$ cat config.mk
export PLATFORM = sky130hd
export DESIGN_NAME = fpc_ldev_config
export DESIGN_NICKNAME = d
export VERILOG_FILES = /design/src/rtl/fpc_pkg.sv /design/src/rtl/fpc_ldev_config.sv
export VERILOG_INCLUDE_DIRS = /design/src /design/src/rtl
export SDC_FILE = /design/constraint.sdc
export NUM_CORES = 1
export LEC_CHECK = 0
export ABC_AREA = 0
export BUFFER_PORTS_ARGS = -buffer_cell sky130_fd_sc_hd__clkbuf_2
export CORE_MARGIN = 2
export CORE_UTILIZATION = 46
export CTS_CLUSTER_DIAMETER = 40
export DETAILED_ROUTE_END_ITERATION = 16
export PLACE_DENSITY_LB_ADDON = 0.08
export REMOVE_ABC_BUFFERS = 1
export SYNTH_ARGS = -nofsm -noshare
export SYNTH_HDL_FRONTEND = slang
export SYNTH_SLANG_ARGS = --single-unit
$ cat constraint.sdc
create_clock -name sys_clk_in -period 2.3 [get_ports sys_clk_in]
set_input_delay 0.115 -clock sys_clk_in [delete_from_list [all_inputs] [get_ports sys_clk_in]]
set_output_delay 0.115 -clock sys_clk_in [all_outputs]
set_load 0.01 [all_outputs]
$ cat src/rtl/fpc_consts.svh
`ifndef FPC_CONSTS_SVH
`define FPC_CONSTS_SVH

// Register indexes; byte address on APB is four times the index
`define FPC_IDX_LDEV 8'h07
`define FPC_IDX_STATUS 8'h08
`define FPC_IDX_MODE 8'hf0
`define FPC_IDX_OPTION 8'hf1
`define FPC_IDX_TYPE 8'hf2
`define FPC_IDX_RSVD 8'hf3
`define FPC_IDX_DRV0 8'hf4
`define FPC_IDX_DRV1 8'hf5

// Logical device numbers
`define FPC_LDEV_FLOPPY 8'h00
`define FPC_LDEV_PARALLEL 8'h03

// Reset values
`define FPC_RST_LDEV 8'h00
`define FPC_RST_FMODE 8'h0e
`define FPC_RST_FOPT 8'h00
`define FPC_RST_FTYPE 8'hff
`define FPC_RST_DRV 8'h00
`define FPC_RST_PMODE 8'h3c
`define FPC_RST_PMUX 8'h00

// Storage masks; cleared bits read as zero
`define FPC_MASK_FMODE 8'hdf
`define FPC_MASK_FOPT 8'hfc
`define FPC_MASK_DRV 8'h5b
`define FPC_MASK_PMUX 8'h03

// Floppy mode fields
`define FPC_FM_ENH 0
`define FPC_FM_NONBURST 1
`define FPC_FM_PERS 2
`define FPC_FM_SWAP 4
`define FPC_FM_PUSHPULL 6
`define FPC_FM_TRISTATE 7

// Floppy option fields
`define FPC_FO_DENS 2
`define FPC_FO_MID0INV 4
`define FPC_FO_MID1INV 5
`define FPC_FO_BOOT 6

// Per-drive fields
`define FPC_DR_TYPE 0
`define FPC_DR_RATE 3
`define FPC_DR_PRECOMP 6

// Parallel mode fields
`define FPC_PM_MODE 0
`define FPC_PM_THRESH 3
`define FPC_PM_IRQTYPE 7

// Timing
`define FPC_CLK_PERIOD_NS 5
`define FPC_IRQ_PULSE_NS 100
`define FPC_IRQ_PULSE_CYC \
  ((`FPC_IRQ_PULSE_NS + `FPC_CLK_PERIOD_NS - 1) / `FPC_CLK_PERIOD_NS)

`endif

$ cat src/rtl/fpc_pkg.sv
package fpc_pkg;

  // Parallel port operating modes
  typedef enum logic [2:0] {
    FPC_PP_SPP = 3'b000,
    FPC_PP_EPP19 = 3'b001,
    FPC_PP_ECP = 3'b010,
    FPC_PP_ECP_EPP19 = 3'b011,
    FPC_PP_PRINTER = 3'b100,
    FPC_PP_EPP17 = 3'b101,
    FPC_PP_UNDEF = 3'b110,
    FPC_PP_ECP_EPP17 = 3'b111
  } fpc_pp_mode_t;

  // Host interface personalities
  typedef enum logic [1:0] {
    FPC_PERS_THIRD = 2'b00,
    FPC_PERS_SECOND = 2'b01,
    FPC_PERS_RSVD = 2'b10,
    FPC_PERS_DEFAULT = 2'b11
  } fpc_pers_t;

  // Pulsed interrupt sequencer
  typedef enum logic [0:0] {
    FPC_IRQ_IDLE = 1'b0,
    FPC_IRQ_PULSE = 1'b1
  } fpc_irq_state_t;

endpackage

$ cat src/rtl/fpc_ldev_config.sv
`include "fpc_consts.svh"
`timescale 1ns/10ps
`default_nettype none

module fpc_ldev_config (
  // Clock and reset
  input wire logic sys_clk_in,
  input wire logic sys_rst_in,
  // APB slave
  input wire logic psel_in,
  input wire logic penable_in,
  input wire logic pwrite_in,
  input wire logic [11:0] paddr_in,
  input wire logic [31:0] pwdata_in,
  input wire logic [3:0] pstrb_in,
  output logic pready_out,
  output logic pslverr_out,
  output logic [31:0] prdata_out,
  // Floppy core requests, active high
  input wire logic [1:0] fdc_drive_sel_in,
  input wire logic [1:0] fdc_motor_in,
  input wire logic fdc_density_in,
  // Floppy pins, active low {motor1, motor0, sel1, sel0}
  output logic [3:0] fdd_ctl_n_out,
  output logic [3:0] fdd_ctl_oe_out,
  output logic fdd_density_out,
  output logic fdd_density_oe_out,
  input wire logic [1:0] media_id_in,
  // Floppy signals muxed onto parallel pins, active low
  output logic [3:0] pp_fdd_ctl_n_out,
  output logic [3:0] pp_fdd_ctl_oe_out,
  // Floppy core configuration
  output logic enhanced_mode_out,
  output logic non_burst_dma_out,
  output fpc_pkg::fpc_pers_t personality_out,
  output logic [1:0] media_id_out,
  output logic boot_drive_out,
  output logic boot_valid_out,
  output logic [3:0] drive_type_bits_out,
  output logic [3:0] rate_table_bits_out,
  output logic [1:0] precomp_disable_out,
  // Parallel port configuration
  output fpc_pkg::fpc_pp_mode_t pp_mode_out,
  output logic [3:0] pp_fifo_thresh_out,
  output logic [1:0] pp_floppy_mux_sel_out,
  // Parallel interrupt
  input wire logic pp_ack_n_in,
  input wire logic pp_irq_enable_in,
  input wire logic pp_irq_level_in,
  output logic pp_irq_out,
  output logic pp_irq_oe_out
);
  import fpc_pkg::*;
  localparam int PULSE_CYC = `FPC_IRQ_PULSE_CYC;

  // Configuration storage
  logic [7:0] ldev_select, floppy_mode_config, floppy_option_config;
  logic [7:0] drive_type_store, drive0_params, drive1_params;
  logic [7:0] parallel_mode_config, parallel_floppy_mux_config;

  // Bus decode
  logic [7:0] bus_index;
  logic addr_ok, setup_phase, write_commit;
  logic [8:0] read_word;

  // Pin synchronisers
  logic [1:0] mid_s1, mid_s2, mid_s3, mid_level;
  logic ack_s1, ack_s2, ack_s3, ack_level;

  // Interrupt sequencer
  fpc_irq_state_t irq_state, next_irq_state;
  logic [7:0] pulse_count;
  logic irq_src, irq_src_d, pulse_mode;

  // Floppy routing
  logic [1:0] sel_phys, mot_phys, on_pp;
  logic [3:0] ctl_active, ctl_on_pp;
  logic density_level;

  // Decode an index for the selected logical device; bit 8 flags a hit
  function automatic logic [8:0] decode_read(input logic [7:0] idx);
    logic [8:0] r;
    r = 9'h000;
    if (idx == `FPC_IDX_LDEV) begin
      r = {1'b1, ldev_select};
    end else if (idx == `FPC_IDX_STATUS) begin
      r = {1'b1, 4'h0, irq_state == FPC_IRQ_PULSE, ack_level, mid_level};
    end else if (ldev_select == `FPC_LDEV_FLOPPY) begin
      case (idx)
        `FPC_IDX_MODE: r = {1'b1, floppy_mode_config};
        `FPC_IDX_OPTION: r = {1'b1, floppy_option_config};
        `FPC_IDX_TYPE: r = {1'b1, drive_type_store};
        `FPC_IDX_RSVD: r = {1'b1, 8'h00};
        `FPC_IDX_DRV0: r = {1'b1, drive0_params};
        `FPC_IDX_DRV1: r = {1'b1, drive1_params};
        default: r = 9'h000;
      endcase
    end else if (ldev_select == `FPC_LDEV_PARALLEL) begin
      case (idx)
        `FPC_IDX_MODE: r = {1'b1, parallel_mode_config};
        `FPC_IDX_OPTION: r = {1'b1, parallel_floppy_mux_config};
        default: r = 9'h000;
      endcase
    end
    return r;
  endfunction

  // Word aligned addresses only; index sits in bits 9:2
  assign bus_index = paddr_in[9:2];
  assign addr_ok = (paddr_in[11:10] == 2'b00) && (paddr_in[1:0] == 2'b00);
  assign setup_phase = psel_in && !penable_in;
  assign write_commit = psel_in && penable_in && pready_out && pwrite_in
                        && pstrb_in[0] && addr_ok;
  assign read_word = addr_ok ? decode_read(bus_index) : 9'h000;

  // Answer one cycle after setup, so access completes without wait
  always_ff @(posedge sys_clk_in) begin
    if (sys_rst_in) begin
      pready_out <= 1'b0;
      pslverr_out <= 1'b0;
      prdata_out <= 32'h0000_0000;
    end else if (setup_phase) begin
      pready_out <= 1'b1;
      pslverr_out <= !read_word[8];
      prdata_out <= (pwrite_in || !read_word[8]) ? 32'h0000_0000
                    : {24'h00_0000, read_word[7:0]};
    end else begin
      pready_out <= 1'b0;
      pslverr_out <= 1'b0;
      prdata_out <= 32'h0000_0000;
    end
  end

  // Logical device selector
  always_ff @(posedge sys_clk_in) begin
    if (sys_rst_in) begin
      ldev_select <= `FPC_RST_LDEV;
    end else if (write_commit && bus_index == `FPC_IDX_LDEV) begin
      ldev_select <= pwdata_in[7:0];
    end
  end

  // Floppy bank; only the hard reset clears it, no soft reset term
  always_ff @(posedge sys_clk_in) begin
    if (sys_rst_in) begin
      floppy_mode_config <= `FPC_RST_FMODE;
      floppy_option_config <= `FPC_RST_FOPT;
      drive_type_store <= `FPC_RST_FTYPE;
      drive0_params <= `FPC_RST_DRV;
      drive1_params <= `FPC_RST_DRV;
    end else if (write_commit && ldev_select == `FPC_LDEV_FLOPPY) begin
      // Reserved bits are dropped so they always read zero
      case (bus_index)
        `FPC_IDX_MODE: floppy_mode_config <= pwdata_in[7:0] & `FPC_MASK_FMODE;
        `FPC_IDX_OPTION:
          floppy_option_config <= pwdata_in[7:0] & `FPC_MASK_FOPT;
        `FPC_IDX_TYPE: drive_type_store <= pwdata_in[7:0];
        `FPC_IDX_DRV0:
          drive0_params <= pwdata_in[7:0] & `FPC_MASK_DRV;
        `FPC_IDX_DRV1:
          drive1_params <= pwdata_in[7:0] & `FPC_MASK_DRV;
        default: ;
      endcase
    end
  end

  // Parallel bank, same hard-reset-only behaviour
  always_ff @(posedge sys_clk_in) begin
    if (sys_rst_in) begin
      parallel_mode_config <= `FPC_RST_PMODE;
      parallel_floppy_mux_config <= `FPC_RST_PMUX;
    end else if (write_commit && ldev_select == `FPC_LDEV_PARALLEL) begin
      case (bus_index)
        `FPC_IDX_MODE: parallel_mode_config <= pwdata_in[7:0];
        `FPC_IDX_OPTION:
          parallel_floppy_mux_config <= pwdata_in[7:0] & `FPC_MASK_PMUX;
        default: ;
      endcase
    end
  end

  // Pin synchronisers; a change counts once stages two and three agree
  always_ff @(posedge sys_clk_in) begin
    if (sys_rst_in) begin
      mid_s1 <= 2'b00;
      mid_s2 <= 2'b00;
      mid_s3 <= 2'b00;
      mid_level <= 2'b00;
      ack_s1 <= 1'b1;
      ack_s2 <= 1'b1;
      ack_s3 <= 1'b1;
      ack_level <= 1'b1;
    end else begin
      mid_s1 <= media_id_in;
      mid_s2 <= mid_s1;
      mid_s3 <= mid_s2;
      ack_s1 <= pp_ack_n_in;
      ack_s2 <= ack_s1;
      ack_s3 <= ack_s2;
      for (int i = 0; i < 2; i++) begin
        if (mid_s2[i] == mid_s3[i]) begin
          mid_level[i] <= mid_s3[i];
        end
      end
      if (ack_s2 == ack_s3) begin
        ack_level <= ack_s3;
      end
    end
  end

  // Swap, then route each physical drive to floppy or parallel pins
  always_comb begin
    if (floppy_mode_config[`FPC_FM_SWAP]) begin
      sel_phys = {fdc_drive_sel_in[0], fdc_drive_sel_in[1]};
      mot_phys = {fdc_motor_in[0], fdc_motor_in[1]};
    end else begin
      sel_phys = fdc_drive_sel_in;
      mot_phys = fdc_motor_in;
    end
    case (parallel_floppy_mux_config[1:0])
      2'b01: on_pp = 2'b10;
      2'b10: on_pp = 2'b11;
      default: on_pp = 2'b00;
    endcase
    ctl_active = {mot_phys, sel_phys};
    ctl_on_pp = {on_pp, on_pp};
    case (floppy_option_config[`FPC_FO_DENS +: 2])
      2'b10: density_level = 1'b1;
      2'b11: density_level = 1'b0;
      default: density_level = fdc_density_in;
    endcase
  end

  // Floppy pin drivers; open drain only pulls low, tri-state wins over all
  always_ff @(posedge sys_clk_in) begin
    if (sys_rst_in) begin
      fdd_ctl_n_out <= 4'hf;
      fdd_ctl_oe_out <= 4'h0;
      fdd_density_out <= 1'b1;
      fdd_density_oe_out <= 1'b0;
    end else if (floppy_mode_config[`FPC_FM_TRISTATE]) begin
      fdd_ctl_n_out <= 4'hf;
      fdd_ctl_oe_out <= 4'h0;
      fdd_density_out <= 1'b1;
      fdd_density_oe_out <= 1'b0;
    end else if (floppy_mode_config[`FPC_FM_PUSHPULL]) begin
      fdd_ctl_n_out <= ~(ctl_active & ~ctl_on_pp);
      fdd_ctl_oe_out <= 4'hf;
      fdd_density_out <= density_level;
      fdd_density_oe_out <= 1'b1;
    end else begin
      fdd_ctl_n_out <= 4'h0;
      fdd_ctl_oe_out <= ctl_active & ~ctl_on_pp;
      fdd_density_out <= 1'b0;
      fdd_density_oe_out <= !density_level;
    end
  end

  // Parallel-pin floppy signals ignore output type and tri-state bits
  always_ff @(posedge sys_clk_in) begin
    if (sys_rst_in) begin
      pp_fdd_ctl_n_out <= 4'hf;
      pp_fdd_ctl_oe_out <= 4'h0;
    end else begin
      pp_fdd_ctl_n_out <= ~(ctl_active & ctl_on_pp);
      pp_fdd_ctl_oe_out <= ctl_on_pp;
    end
  end

  // Floppy core configuration outputs
  always_ff @(posedge sys_clk_in) begin
    if (sys_rst_in) begin
      enhanced_mode_out <= 1'b0;
      non_burst_dma_out <= 1'b1;
      personality_out <= FPC_PERS_DEFAULT;
      media_id_out <= 2'b00;
      boot_drive_out <= 1'b0;
      boot_valid_out <= 1'b1;
      drive_type_bits_out <= 4'h0;
      rate_table_bits_out <= 4'h0;
      precomp_disable_out <= 2'b00;
    end else begin
      enhanced_mode_out <= floppy_mode_config[`FPC_FM_ENH];
      non_burst_dma_out <= floppy_mode_config[`FPC_FM_NONBURST];
      personality_out <=
        fpc_pers_t'(floppy_mode_config[`FPC_FM_PERS +: 2]);
      media_id_out <= mid_level ^ {floppy_option_config[`FPC_FO_MID1INV],
        floppy_option_config[`FPC_FO_MID0INV]};
      boot_drive_out <= floppy_option_config[`FPC_FO_BOOT];
      boot_valid_out <= !floppy_option_config[`FPC_FO_BOOT + 1];
      drive_type_bits_out <= {drive1_params[`FPC_DR_TYPE +: 2],
        drive0_params[`FPC_DR_TYPE +: 2]};
      rate_table_bits_out <= {drive1_params[`FPC_DR_RATE +: 2],
        drive0_params[`FPC_DR_RATE +: 2]};
      precomp_disable_out <= {drive1_params[`FPC_DR_PRECOMP],
        drive0_params[`FPC_DR_PRECOMP]};
    end
  end

  // Parallel configuration outputs
  always_ff @(posedge sys_clk_in) begin
    if (sys_rst_in) begin
      pp_mode_out <= FPC_PP_PRINTER;
      pp_fifo_thresh_out <= 4'h7;
      pp_floppy_mux_sel_out <= 2'b00;
    end else begin
      pp_mode_out <=
        fpc_pp_mode_t'(parallel_mode_config[`FPC_PM_MODE +: 3]);
      pp_fifo_thresh_out <=
        parallel_mode_config[`FPC_PM_THRESH +: 4];
      pp_floppy_mux_sel_out <= parallel_floppy_mux_config[1:0];
    end
  end

  // Interrupt source: level request when mode bit 1 is set (ECP-type modes and 110), else the ack line
  always_comb begin
    irq_src = parallel_mode_config[1] ? pp_irq_level_in : ack_level;
    case (fpc_pp_mode_t'(parallel_mode_config[`FPC_PM_MODE +: 3]))
      FPC_PP_PRINTER, FPC_PP_SPP: pulse_mode = 1'b0;
      default: pulse_mode = parallel_mode_config[`FPC_PM_IRQTYPE];
    endcase
  end

  // Pulse sequencer; a rising source restarts nothing mid-pulse
  always_comb begin
    next_irq_state = irq_state;
    case (irq_state)
      FPC_IRQ_IDLE: begin
        if (pulse_mode && pp_irq_enable_in && irq_src && !irq_src_d) begin
          next_irq_state = FPC_IRQ_PULSE;
        end
      end
      FPC_IRQ_PULSE: begin
        if (pulse_count == 8'(PULSE_CYC - 1)) begin
          next_irq_state = FPC_IRQ_IDLE;
        end
      end
      default: next_irq_state = FPC_IRQ_IDLE;
    endcase
  end

  // Source history resets to the idle ack level, so no false edge
  always_ff @(posedge sys_clk_in) begin
    if (sys_rst_in) begin
      irq_state <= FPC_IRQ_IDLE;
      pulse_count <= 8'h00;
      irq_src_d <= 1'b1;
    end else begin
      irq_state <= next_irq_state;
      irq_src_d <= irq_src;
      if (irq_state == FPC_IRQ_PULSE) begin
        pulse_count <= pulse_count + 8'h01;
      end else begin
        pulse_count <= 8'h00;
      end
    end
  end

  // Interrupt pin: pulse drives low then floats; otherwise follows source
  always_ff @(posedge sys_clk_in) begin
    if (sys_rst_in) begin
      pp_irq_out <= 1'b0;
      pp_irq_oe_out <= 1'b0;
    end else if (pulse_mode) begin
      pp_irq_out <= 1'b0;
      pp_irq_oe_out <= next_irq_state == FPC_IRQ_PULSE;
    end else begin
      pp_irq_out <= irq_src;
      pp_irq_oe_out <= pp_irq_enable_in;
    end
  end

endmodule // fpc_ldev_config

`default_nettype wire

==> metrics list, run 1 <==
- Routed wire length per instance: around 14 µm
* Highest clock rate: 0.447 GHz
- Final Instance Area: about 6400 µm²
- Maximum clock skew at final layout: roughly 0.0056 ns
* Worst Max-Slew Pin Slew: roughly 0.66 ns
- For this run the aggregate overflow at the end of global routing stands at 0.
* Worst IR drop on VDD: roughly 0.00055 V
- Power density cells: 787 nW/µm²
- During synthesis, Yosys emitted a total of 0 warnings.
- Placed instance count: 764
- Post-synth top area cell: sky130_fd_sc_hd__dfxtp_1
- In this run the critical register-to-register path is captured at parallel_mode_config[3].
* Seq cells post-synth: between 100 and 150
- The cell family contributing the most delay on the critical path is simple AND/OR/NAND/NOR gates.
- In the post-route analysis, the smallest setup slack over all paths is slightly above 0.06 ns.
- The worst hold path was traced through 5 stages.
- No sink is reached through more buffers than the 2 on the longest clock path.
* Path type of the worst setup path: reg2reg
- Static leakage power: about 2.7 nW
* Clock tree from TritonCTS: built
* Number of library cell types mapped by synthesis: 54
* Max Transition Viols Final: 0
* Result of the run: finished clean
* Num CTS Buffers: 17
- For the finished layout, the period the worst path requires is ~2.2 ns.
* I/O pin count: approximately 140
* Mean cell area of the mapped netlist: about 9.2 µm²
- Via count: between 4k and 5k
- Biggest area contributors in the synthesized netlist: sky130_fd_sc_hd__dfxtp_1 51%, sky130_fd_sc_hd__mux2i_1 5.5%, sky130_fd_sc_hd__nand2_1 4.0%
- For this design, the slowest cell found on the critical path is sky130_fd_sc_hd__or4_4.
- The worst register-to-register path begins at ldev_select[6].
* Hold crit path type: in2reg
* Drt pass-1 iters: 4
- Of all flip-flops after synthesis, the portion carrying an async set or reset was 0%.
- After legalization and detailed placement, the total HPWL measured approximately 8500 µm.
- Clock tree synthesis selected as its root buffer the cell sky130_fd_sc_hd__clkbuf_8.
- STA classifies the critical path startpoint as a flop.
- Floorplan die width: about 110 µm
- Placed Instance Area: ~5600 µm²
- Global routing used between 20% and 30% of the available tracks across all layers.
* Clock slew at the register clock pins of the worst setup and hold paths: around 0.05 ns
- Hold timing on the final database bottoms out at a slack of approximately 0.084 ns.
- Die area: 11,600 µm²
- The number of endpoints with negative hold slack in the final report came to 0.
* Area of combinational cells with multiple inputs: 2190 µm²
- STA classifies the critical path endpoint as a flop.
- Entering global routing, the biggest net connects 34 pins.
* Starting Density: between 40% and 50%
- The number of antenna violations at the first check in global routing came to 0.
- Power Total: ~5.1 mW
- Setup violations remaining at the end of the flow were counted as 0.
- Global-route wire length before repair: 18,500 µm
- WP data arrival: roughly 2.6 ns
* Post-Place Worst Slack: 0.0149 ns
- The synthesized design contains 0 enable-type register cells.
* Vias in the first global route: about 3.8k
- Cell type with the highest occurrence count on the critical path: sky130_fd_sc_hd__or4_4
- Data on the critical path is required at its endpoint by about 2.7 ns.
- The floorplan has 37 rows.
- Area occupied by registers: 2520 µm²
* Post-synth top area share: 51.2%
* Final antenna-violating net count: 0
* N_diodes: 0
- After the last flow step, the layout net total stands at 737.
- The post-route netlist has between 20% and 30% of its cells at a drive strength greater than 1.
- Counting cells, the worst reg-to-reg path comes to 6.
- Max-cap violations in this run came to 0.
* Post-route insts no fill: 819
- Cell Area, Synth: between 4000 and 5000 µm²
* Area growth from synthesis to layout: 30.8%
* Setup TNS: 0 ns
- Delay contributed by the slowest stage of the critical path: 0.55 ns
- Number of instances in the synthesized netlist: around 540
- Residual DRC count: 0
- Portion of the clock cycle consumed by the worst path in the final layout: between 90% and 100%
- Unrepaired setup endpoints after global routing: false
- Detailed router's first-iteration violation count: 188
- Vertical extent of the die: 108 µm
- Clock sink total: roughly 130
- Worst hold start: pwrite_in
- Along the worst path, the maximum fanout reaches 12.
* Number of I/O port buffers: a little over 90
- Clock latency reported for the late side of the worst-skew pair: 0.52 ns
- Endpoint with the worst hold slack: prdata_out[4]
- Average via count per standard cell: ~5
- Minimum setup slack among reg-to-reg paths: 0.06 ns
- Among all flip-flop cells after synthesis, the most frequent one is sky130_fd_sc_hd__dfxtp_1.
- The filler cells instantiated in the layout total about 920.
- The final layout contains routed wiring with a total length of around 12,000 µm.
* Number of levels in the clock H-tree: 4
- Slew Limit Headroom: 55.6%
- Post-layout util: between 60% and 70%
* Cells along the critical path: or4_4, or4_4, or3_4, buf_6, nor3_1, a21oi_1
- Summing the sequential cell areas from Yosys gives roughly 51% of the chip area.
- Counting both buffers and inverters, the worst setup path holds a total of 1.
* GPL Wtd Cong: roughly 0.9
- Std-Cell Core Area: roughly 10,000 µm²
==> state kept, by name (all words and copies together) (netlist names), 3 cells and up <==
register and count:
pp_fdd_ctl_n_out 4, rate_table_bits_out 4, drive1_params 5, drive0_params 5
fdd_ctl_n_out 4, floppy_option_config 6, pp_fifo_thresh_out 4, pp_mode_out 3
drive_type_store 8, ldev_select 8, pulse_count 8, floppy_mode_config 7
parallel_mode_config 8, fdd_ctl_oe_out 4, prdata_out 8, drive_type_bits_out 4
==> where the power goes <==
group	internal [mW]	leakage (nW)	switching, mW	total (mW)
combinational	0.102	1.44	0.141	0.242
sequential	2.20	1.02	0.00619	2.21
clock	1.75	0.287	0.873	2.62
total	4.05	2.75	1.02	5.07
==> repair_timing <==
action,4_1_cts,5_1_grt
hold buffers,24,0
buffers inserted,0,1
gates resized for setup,0,8
endpoints found under the hold margin,45,0
setup endpoints to repair,0,9
==> cell usage in the layout (no fill, tap or decap), types with 20 or more instances in the layout <==
master	Yosys	layout
sky130_fd_sc_hd__a21oi_1	29	29
sky130_fd_sc_hd__buf_4	26	27
sky130_fd_sc_hd__clkbuf_2	0	92
sky130_fd_sc_hd__conb_1	1	24
sky130_fd_sc_hd__dfxtp_1	126	126
sky130_fd_sc_hd__dlygate4sd3_1	0	24
sky130_fd_sc_hd__mux2i_1	27	27
sky130_fd_sc_hd__nand2_1	53	53
sky130_fd_sc_hd__nand3_1	20	20
sky130_fd_sc_hd__nor2_1	48	48
sky130_fd_sc_hd__nor2b_1	24	24
sky130_fd_sc_hd__o21ai_0	26	26
==> cells in the mapped netlist, drive strengths merged, types with 3 or more instances <==
master,number
a21boi,4
a21oi,30
a22oi,5
and3,3
buf,34
clkbuf,16
dfxtp,126
inv,12
mux2i,27
nand2,53
nand2b,17
nand3,20
nor2,48
nor2b,24
nor3,13
nor3b,3
nor4,4
nor4b,4
o21a,4
o21ai,30
o22ai,4
o31a,3
or2,7
or4,5
xnor2,3
xor2,5
==> metal layers <==
metal | track usage, % | wire length (µm) | vias to the layer above
met5 | 0 | 0 | -
li1 | - | - | 2058
met2 | 32.6 | 5480 | 124
met4 | 8.42 | 186 | 0
met3 | 5.57 | 758 | 24
met1 | 28.0 | 5380 | 1903
==> worst max path at each step <==
stage	start	to	cells past startpoint
final	ldev_select[6]	parallel_mode_config[3]	6
after global routing	ldev_select[6]	prdata_out[3]	6
after CTS	ldev_select[6]	parallel_mode_config[2]	6
after detailed placement	ldev_select[6]	parallel_mode_config[2]	6
after global placement	ldev_select[6]	prdata_out[3]	6
after floorplan	ldev_select[5]	parallel_mode_config[2]	5
==> cells by family after synthesis <==
kind of cell,synth area share (%)
buffers and inverters,6.93
AND/OR/NAND/NOR,22.8
flip-flops,51.2
multiplexers,5.94
XOR/XNOR,1.42
other,0.0761
adder cells (fa/ha/maj),0.508
AO/OA/AOI/OAI,11.2
==> worst register-to-register path, cell delays in order, from the launching register on <==
cell	delay [ns]
sky130_fd_sc_hd__dfxtp_1	0.33
sky130_fd_sc_hd__or4_4	0.54
sky130_fd_sc_hd__or4_4	0.55
sky130_fd_sc_hd__or3_4	0.36
sky130_fd_sc_hd__buf_6	0.16
sky130_fd_sc_hd__nor3_1	0.13
sky130_fd_sc_hd__a21oi_1	0.06
==> cell type report <==
type                    instances  area share, %
clock buffers                  24           7.45
clock inverters                 6           1.67
inverters                      12          0.699
multi-input cells             370           33.9
flip-flops and latches        126           39.1
well taps                     136           2.64
repair buffers                145           14.5
(Power assumes the default switching activity.)
==> run 2: changes to the inputs <==
--- a/config.mk
+++ b/config.mk
@@ -17,3 +17,4 @@
 export SYNTH_ARGS = -nofsm -noshare
 export SYNTH_HDL_FRONTEND = slang
 export SYNTH_SLANG_ARGS = --single-unit
+export TNS_END_PERCENT = 10
==> constraint.sdc (replaced) <==
create_clock -name sys_clk_in -period 2 [get_ports sys_clk_in]
set_input_delay 0.1 -clock sys_clk_in [delete_from_list [all_inputs] [get_ports sys_clk_in]]
set_output_delay 0.1 -clock sys_clk_in [all_outputs]
set_load 0.01 [all_outputs]
==> metrics list, run 2 (synthesis results as in run 1) <==
- Cell type with the highest occurrence count on the critical path: sky130_fd_sc_hd__or4_4
- The remaining number of nets flagged by the antenna check after routing came to 0 (unchanged).
- In this run the critical register-to-register path is launched from ldev_select[7].
- From synthesis to final layout, the design area changed by 37.3%.
- Worst R2R End: parallel_mode_config[2]
- CP Capture Type: flop
- Placed Instance Area: 5670 µm² (+1.8%)
- Delay contributed by the slowest stage of the critical path: 0.55 ns (about the same)
- The cell family contributing the most delay on the critical path is simple AND/OR/NAND/NOR gates.
* FF-to-FF path depth: 6 (unchanged)
* Std-Cell Core Area: 10,400 µm² (unchanged)
- Clock tree from TritonCTS: built
- Setup TNS: -5.46 ns (-5.46 ns)
- Std-Cell Rows: 37 (unchanged)
- The global-route wire length before repair is 19,700 µm (+6.7%).
* Number of antenna violations at the first check in global routing: 0 (unchanged)
- Top library cells by usage in the layout, fill and taps aside: 124 x sky130_fd_sc_hd__dfxtp_1, 92 x sky130_fd_sc_hd__clkbuf_2, 50 x sky130_fd_sc_hd__nand2_1
- Maximum clock skew at final layout: 0.00921 ns (+0.00366 ns)
- The maximum vdd drop is 0.000501 V (-9.7%).
- Highest clock rate: 0.453 GHz (+1.4%)
* Worst Max-Slew Pin Slew: 0.640 ns (-0.0192 ns)
- Number of levels in the clock H-tree: 4 (unchanged)
* Worst hold margin: 0.121 ns (+0.0370 ns)
* Worst hold start: pstrb_in[0]
* Final number of setup-violating endpoints: 46 (+46)
- The cell depth of the worst min-delay path is 5 (unchanged).
- The largest net degree at the start of global routing came to 54 (+59%).
- The starting utilization of the core area came to 47.5% (unchanged).
* Layout cell share with drive strength beyond 1: 29.8% (+4.7 points)
- The maximum fanout encountered on the critical timing path is 8 (-4).
- The design area was 6770 µm² (+5.0%).
- Number of buffer and inverter instances along the worst setup path: 1 (unchanged)
* Floorplan die width: 108 µm (unchanged)
- Detailed router's first-iteration violation count: 231 (+23%)
- The count of filler cells inserted in the layout was 897 (-2.2%).
* I/O pin count: 144 (unchanged)
* Estimated wirelength of the detail-placed design: 8800 µm (+4.1%)
- Global route total overflow: 0 (unchanged)
- Clock latency reported for the late side of the worst-skew pair: 0.51 ns (about the same)
- The final routed wire length divided by cell count came to 15.0 µm (+4.1%).
- Final worst path period need: 2.21 ns (-0.0312 ns)
- Average via count per standard cell: 5.03 (+0.35%)
- Power density cells: 872 nW/µm² (+11%)
- Result of the run: complete, but fails checks
- Residual DRC count: 0 (unchanged)
- The tree is rooted in a sky130_fd_sc_hd__clkbuf_8.
- N_diodes: 0 (unchanged)
- The all-layer global routing usage was 22.2% (+1.1 points).
- The setup slack after layout is -0.208 ns (-0.269 ns).
* Longest Clk Path Bufs: 2 (unchanged)
- Clock slew at the register clock pins of the worst setup and hold paths: 0.06 ns (about the same)
* Unrepaired setup endpoints after global routing: true
- The area of the die is 11,600 µm² (unchanged).
- Static leakage power: 2.87 nW (+4.5%)
* Final Hold Vio Count: 0 (unchanged)
- Nets: 754 (+2.3%)
- Number of I/O port buffers: 92 (unchanged)
* Drt pass-1 iters: 5 (+1)
* Endpoint with the worst hold slack: parallel_floppy_mux_config[0]
- The checks that failed: negative setup slack.
- The worst setup timing slack at the placement stage is -0.287 ns (-0.302 ns).
- Most common cell after layout, fill and taps aside: sky130_fd_sc_hd__dfxtp_1
- Max Transition Viols Final: 0 (unchanged)
- The overall power of the completed layout came to 5.90 mW (+16%).
- Via count: 4,219 (+2.7%)
* Vias in the first global route: 3,911 (+2.9%)
- Hold crit path type: in2reg
- The CTS buffer count is 17 (unchanged).
- Clock sink total: 126 (unchanged)
- The signal on the critical path passes through or4_4, or4_4, or3_4, buf_6, nor3_2, a21oi_1.
- STA classifies the critical path startpoint as a flop.
* WP data arrival: 2.60 ns (-0.04 ns)
- For this design, the slowest cell found on the critical path is sky130_fd_sc_hd__or4_4.
- The worst slew slack as a fraction of its limit is 57.1% (+1.5 points).
* GPL Wtd Cong: 0.903 (+0.93%)
* Vertical extent of the die: 108 µm (unchanged)
* Minimum setup slack among reg-to-reg paths: -0.21 ns (-0.27 ns)
- Portion of the clock cycle consumed by the worst path in the final layout: 110% (+13 points)
- Detailed Route WL: 12,600 µm (+6.5%)
- Max-cap check violation count: 0 (unchanged)
* Path type of the worst setup path: reg2reg
* Data required, critical path: 2.39 ns (-0.31 ns)
-- run 2: worst max path at each step --
stage                        start                       to  cells after the start
global placement    ldev_select[5]            prdata_out[6]                      6
CTS                 ldev_select[3]            prdata_out[6]                      7
global route        ldev_select[7]    floppy_mode_config[0]                      8
floorplan           ldev_select[5]  parallel_mode_config[2]                      5
finish              ldev_select[7]  parallel_mode_config[2]                      6
detailed placement  ldev_select[1]            prdata_out[6]                      6
-- run 2: worst register-to-register path: stages (launching register included) --
cell and delay (ns):
sky130_fd_sc_hd__dfxtp_2 0.32, sky130_fd_sc_hd__or4_4 0.54, sky130_fd_sc_hd__or4_4 0.55, sky130_fd_sc_hd__or3_4 0.37, sky130_fd_sc_hd__buf_6 0.15, sky130_fd_sc_hd__nor3_2 0.12
sky130_fd_sc_hd__a21oi_1 0.05
-- run 2: report_power, final --
part           switching (mW)  internal [mW]
combinational           0.172          0.130
sequential            0.00691           2.53
clock                    1.12           1.93
total                    1.30           4.60
-- run 2: layout make-up --
cell class | count | area (µm²) | share of cell area [%]
Tap cell | 136 | 170 | 2.51
Inverter | 12 | 45.0 | 0.665
Multi-Input combinational cell | 370 | 2290 | 33.9
Sequential cell | 126 | 2520 | 37.3
Clock inverter | 13 | 164 | 2.42
Clock buffer | 19 | 432 | 6.38
Timing Repair Buffer | 162 | 1140 | 16.9
-- run 2: repair_timing --
action | in CTS | in global routing
hold endpoints to repair | 44 | 0
resized for setup | 29 | 20
pin swaps | 6 | 9
hold buffers | 26 | 0
buffers inserted | 2 | 4
endpoints found under the setup margin | 42 | 48
-- run 2: per-stage QoR --
step | utilization (%) | cells
CTS | 64.2 | 834
floorplan | - | 508
finish | 65.3 | 838
detailed placement | 54.7 | 774
global route | 65.3 | 838
global placement | 54.7 | 774
-- run 2: routing by layer --
| layer | part of all wire [%] | vias up | global-route usage, % |
|---|---|---|---|
| met5 | 0 | - | 0 |
| met4 | 0.45 | 0 | 6.78 |
| met3 | 4.4 | 6 | 4.54 |
| met2 | 47 | 116 | 34.8 |
| met1 | 48 | 1996 | 30.8 |
| li1 | - | 2101 | - |
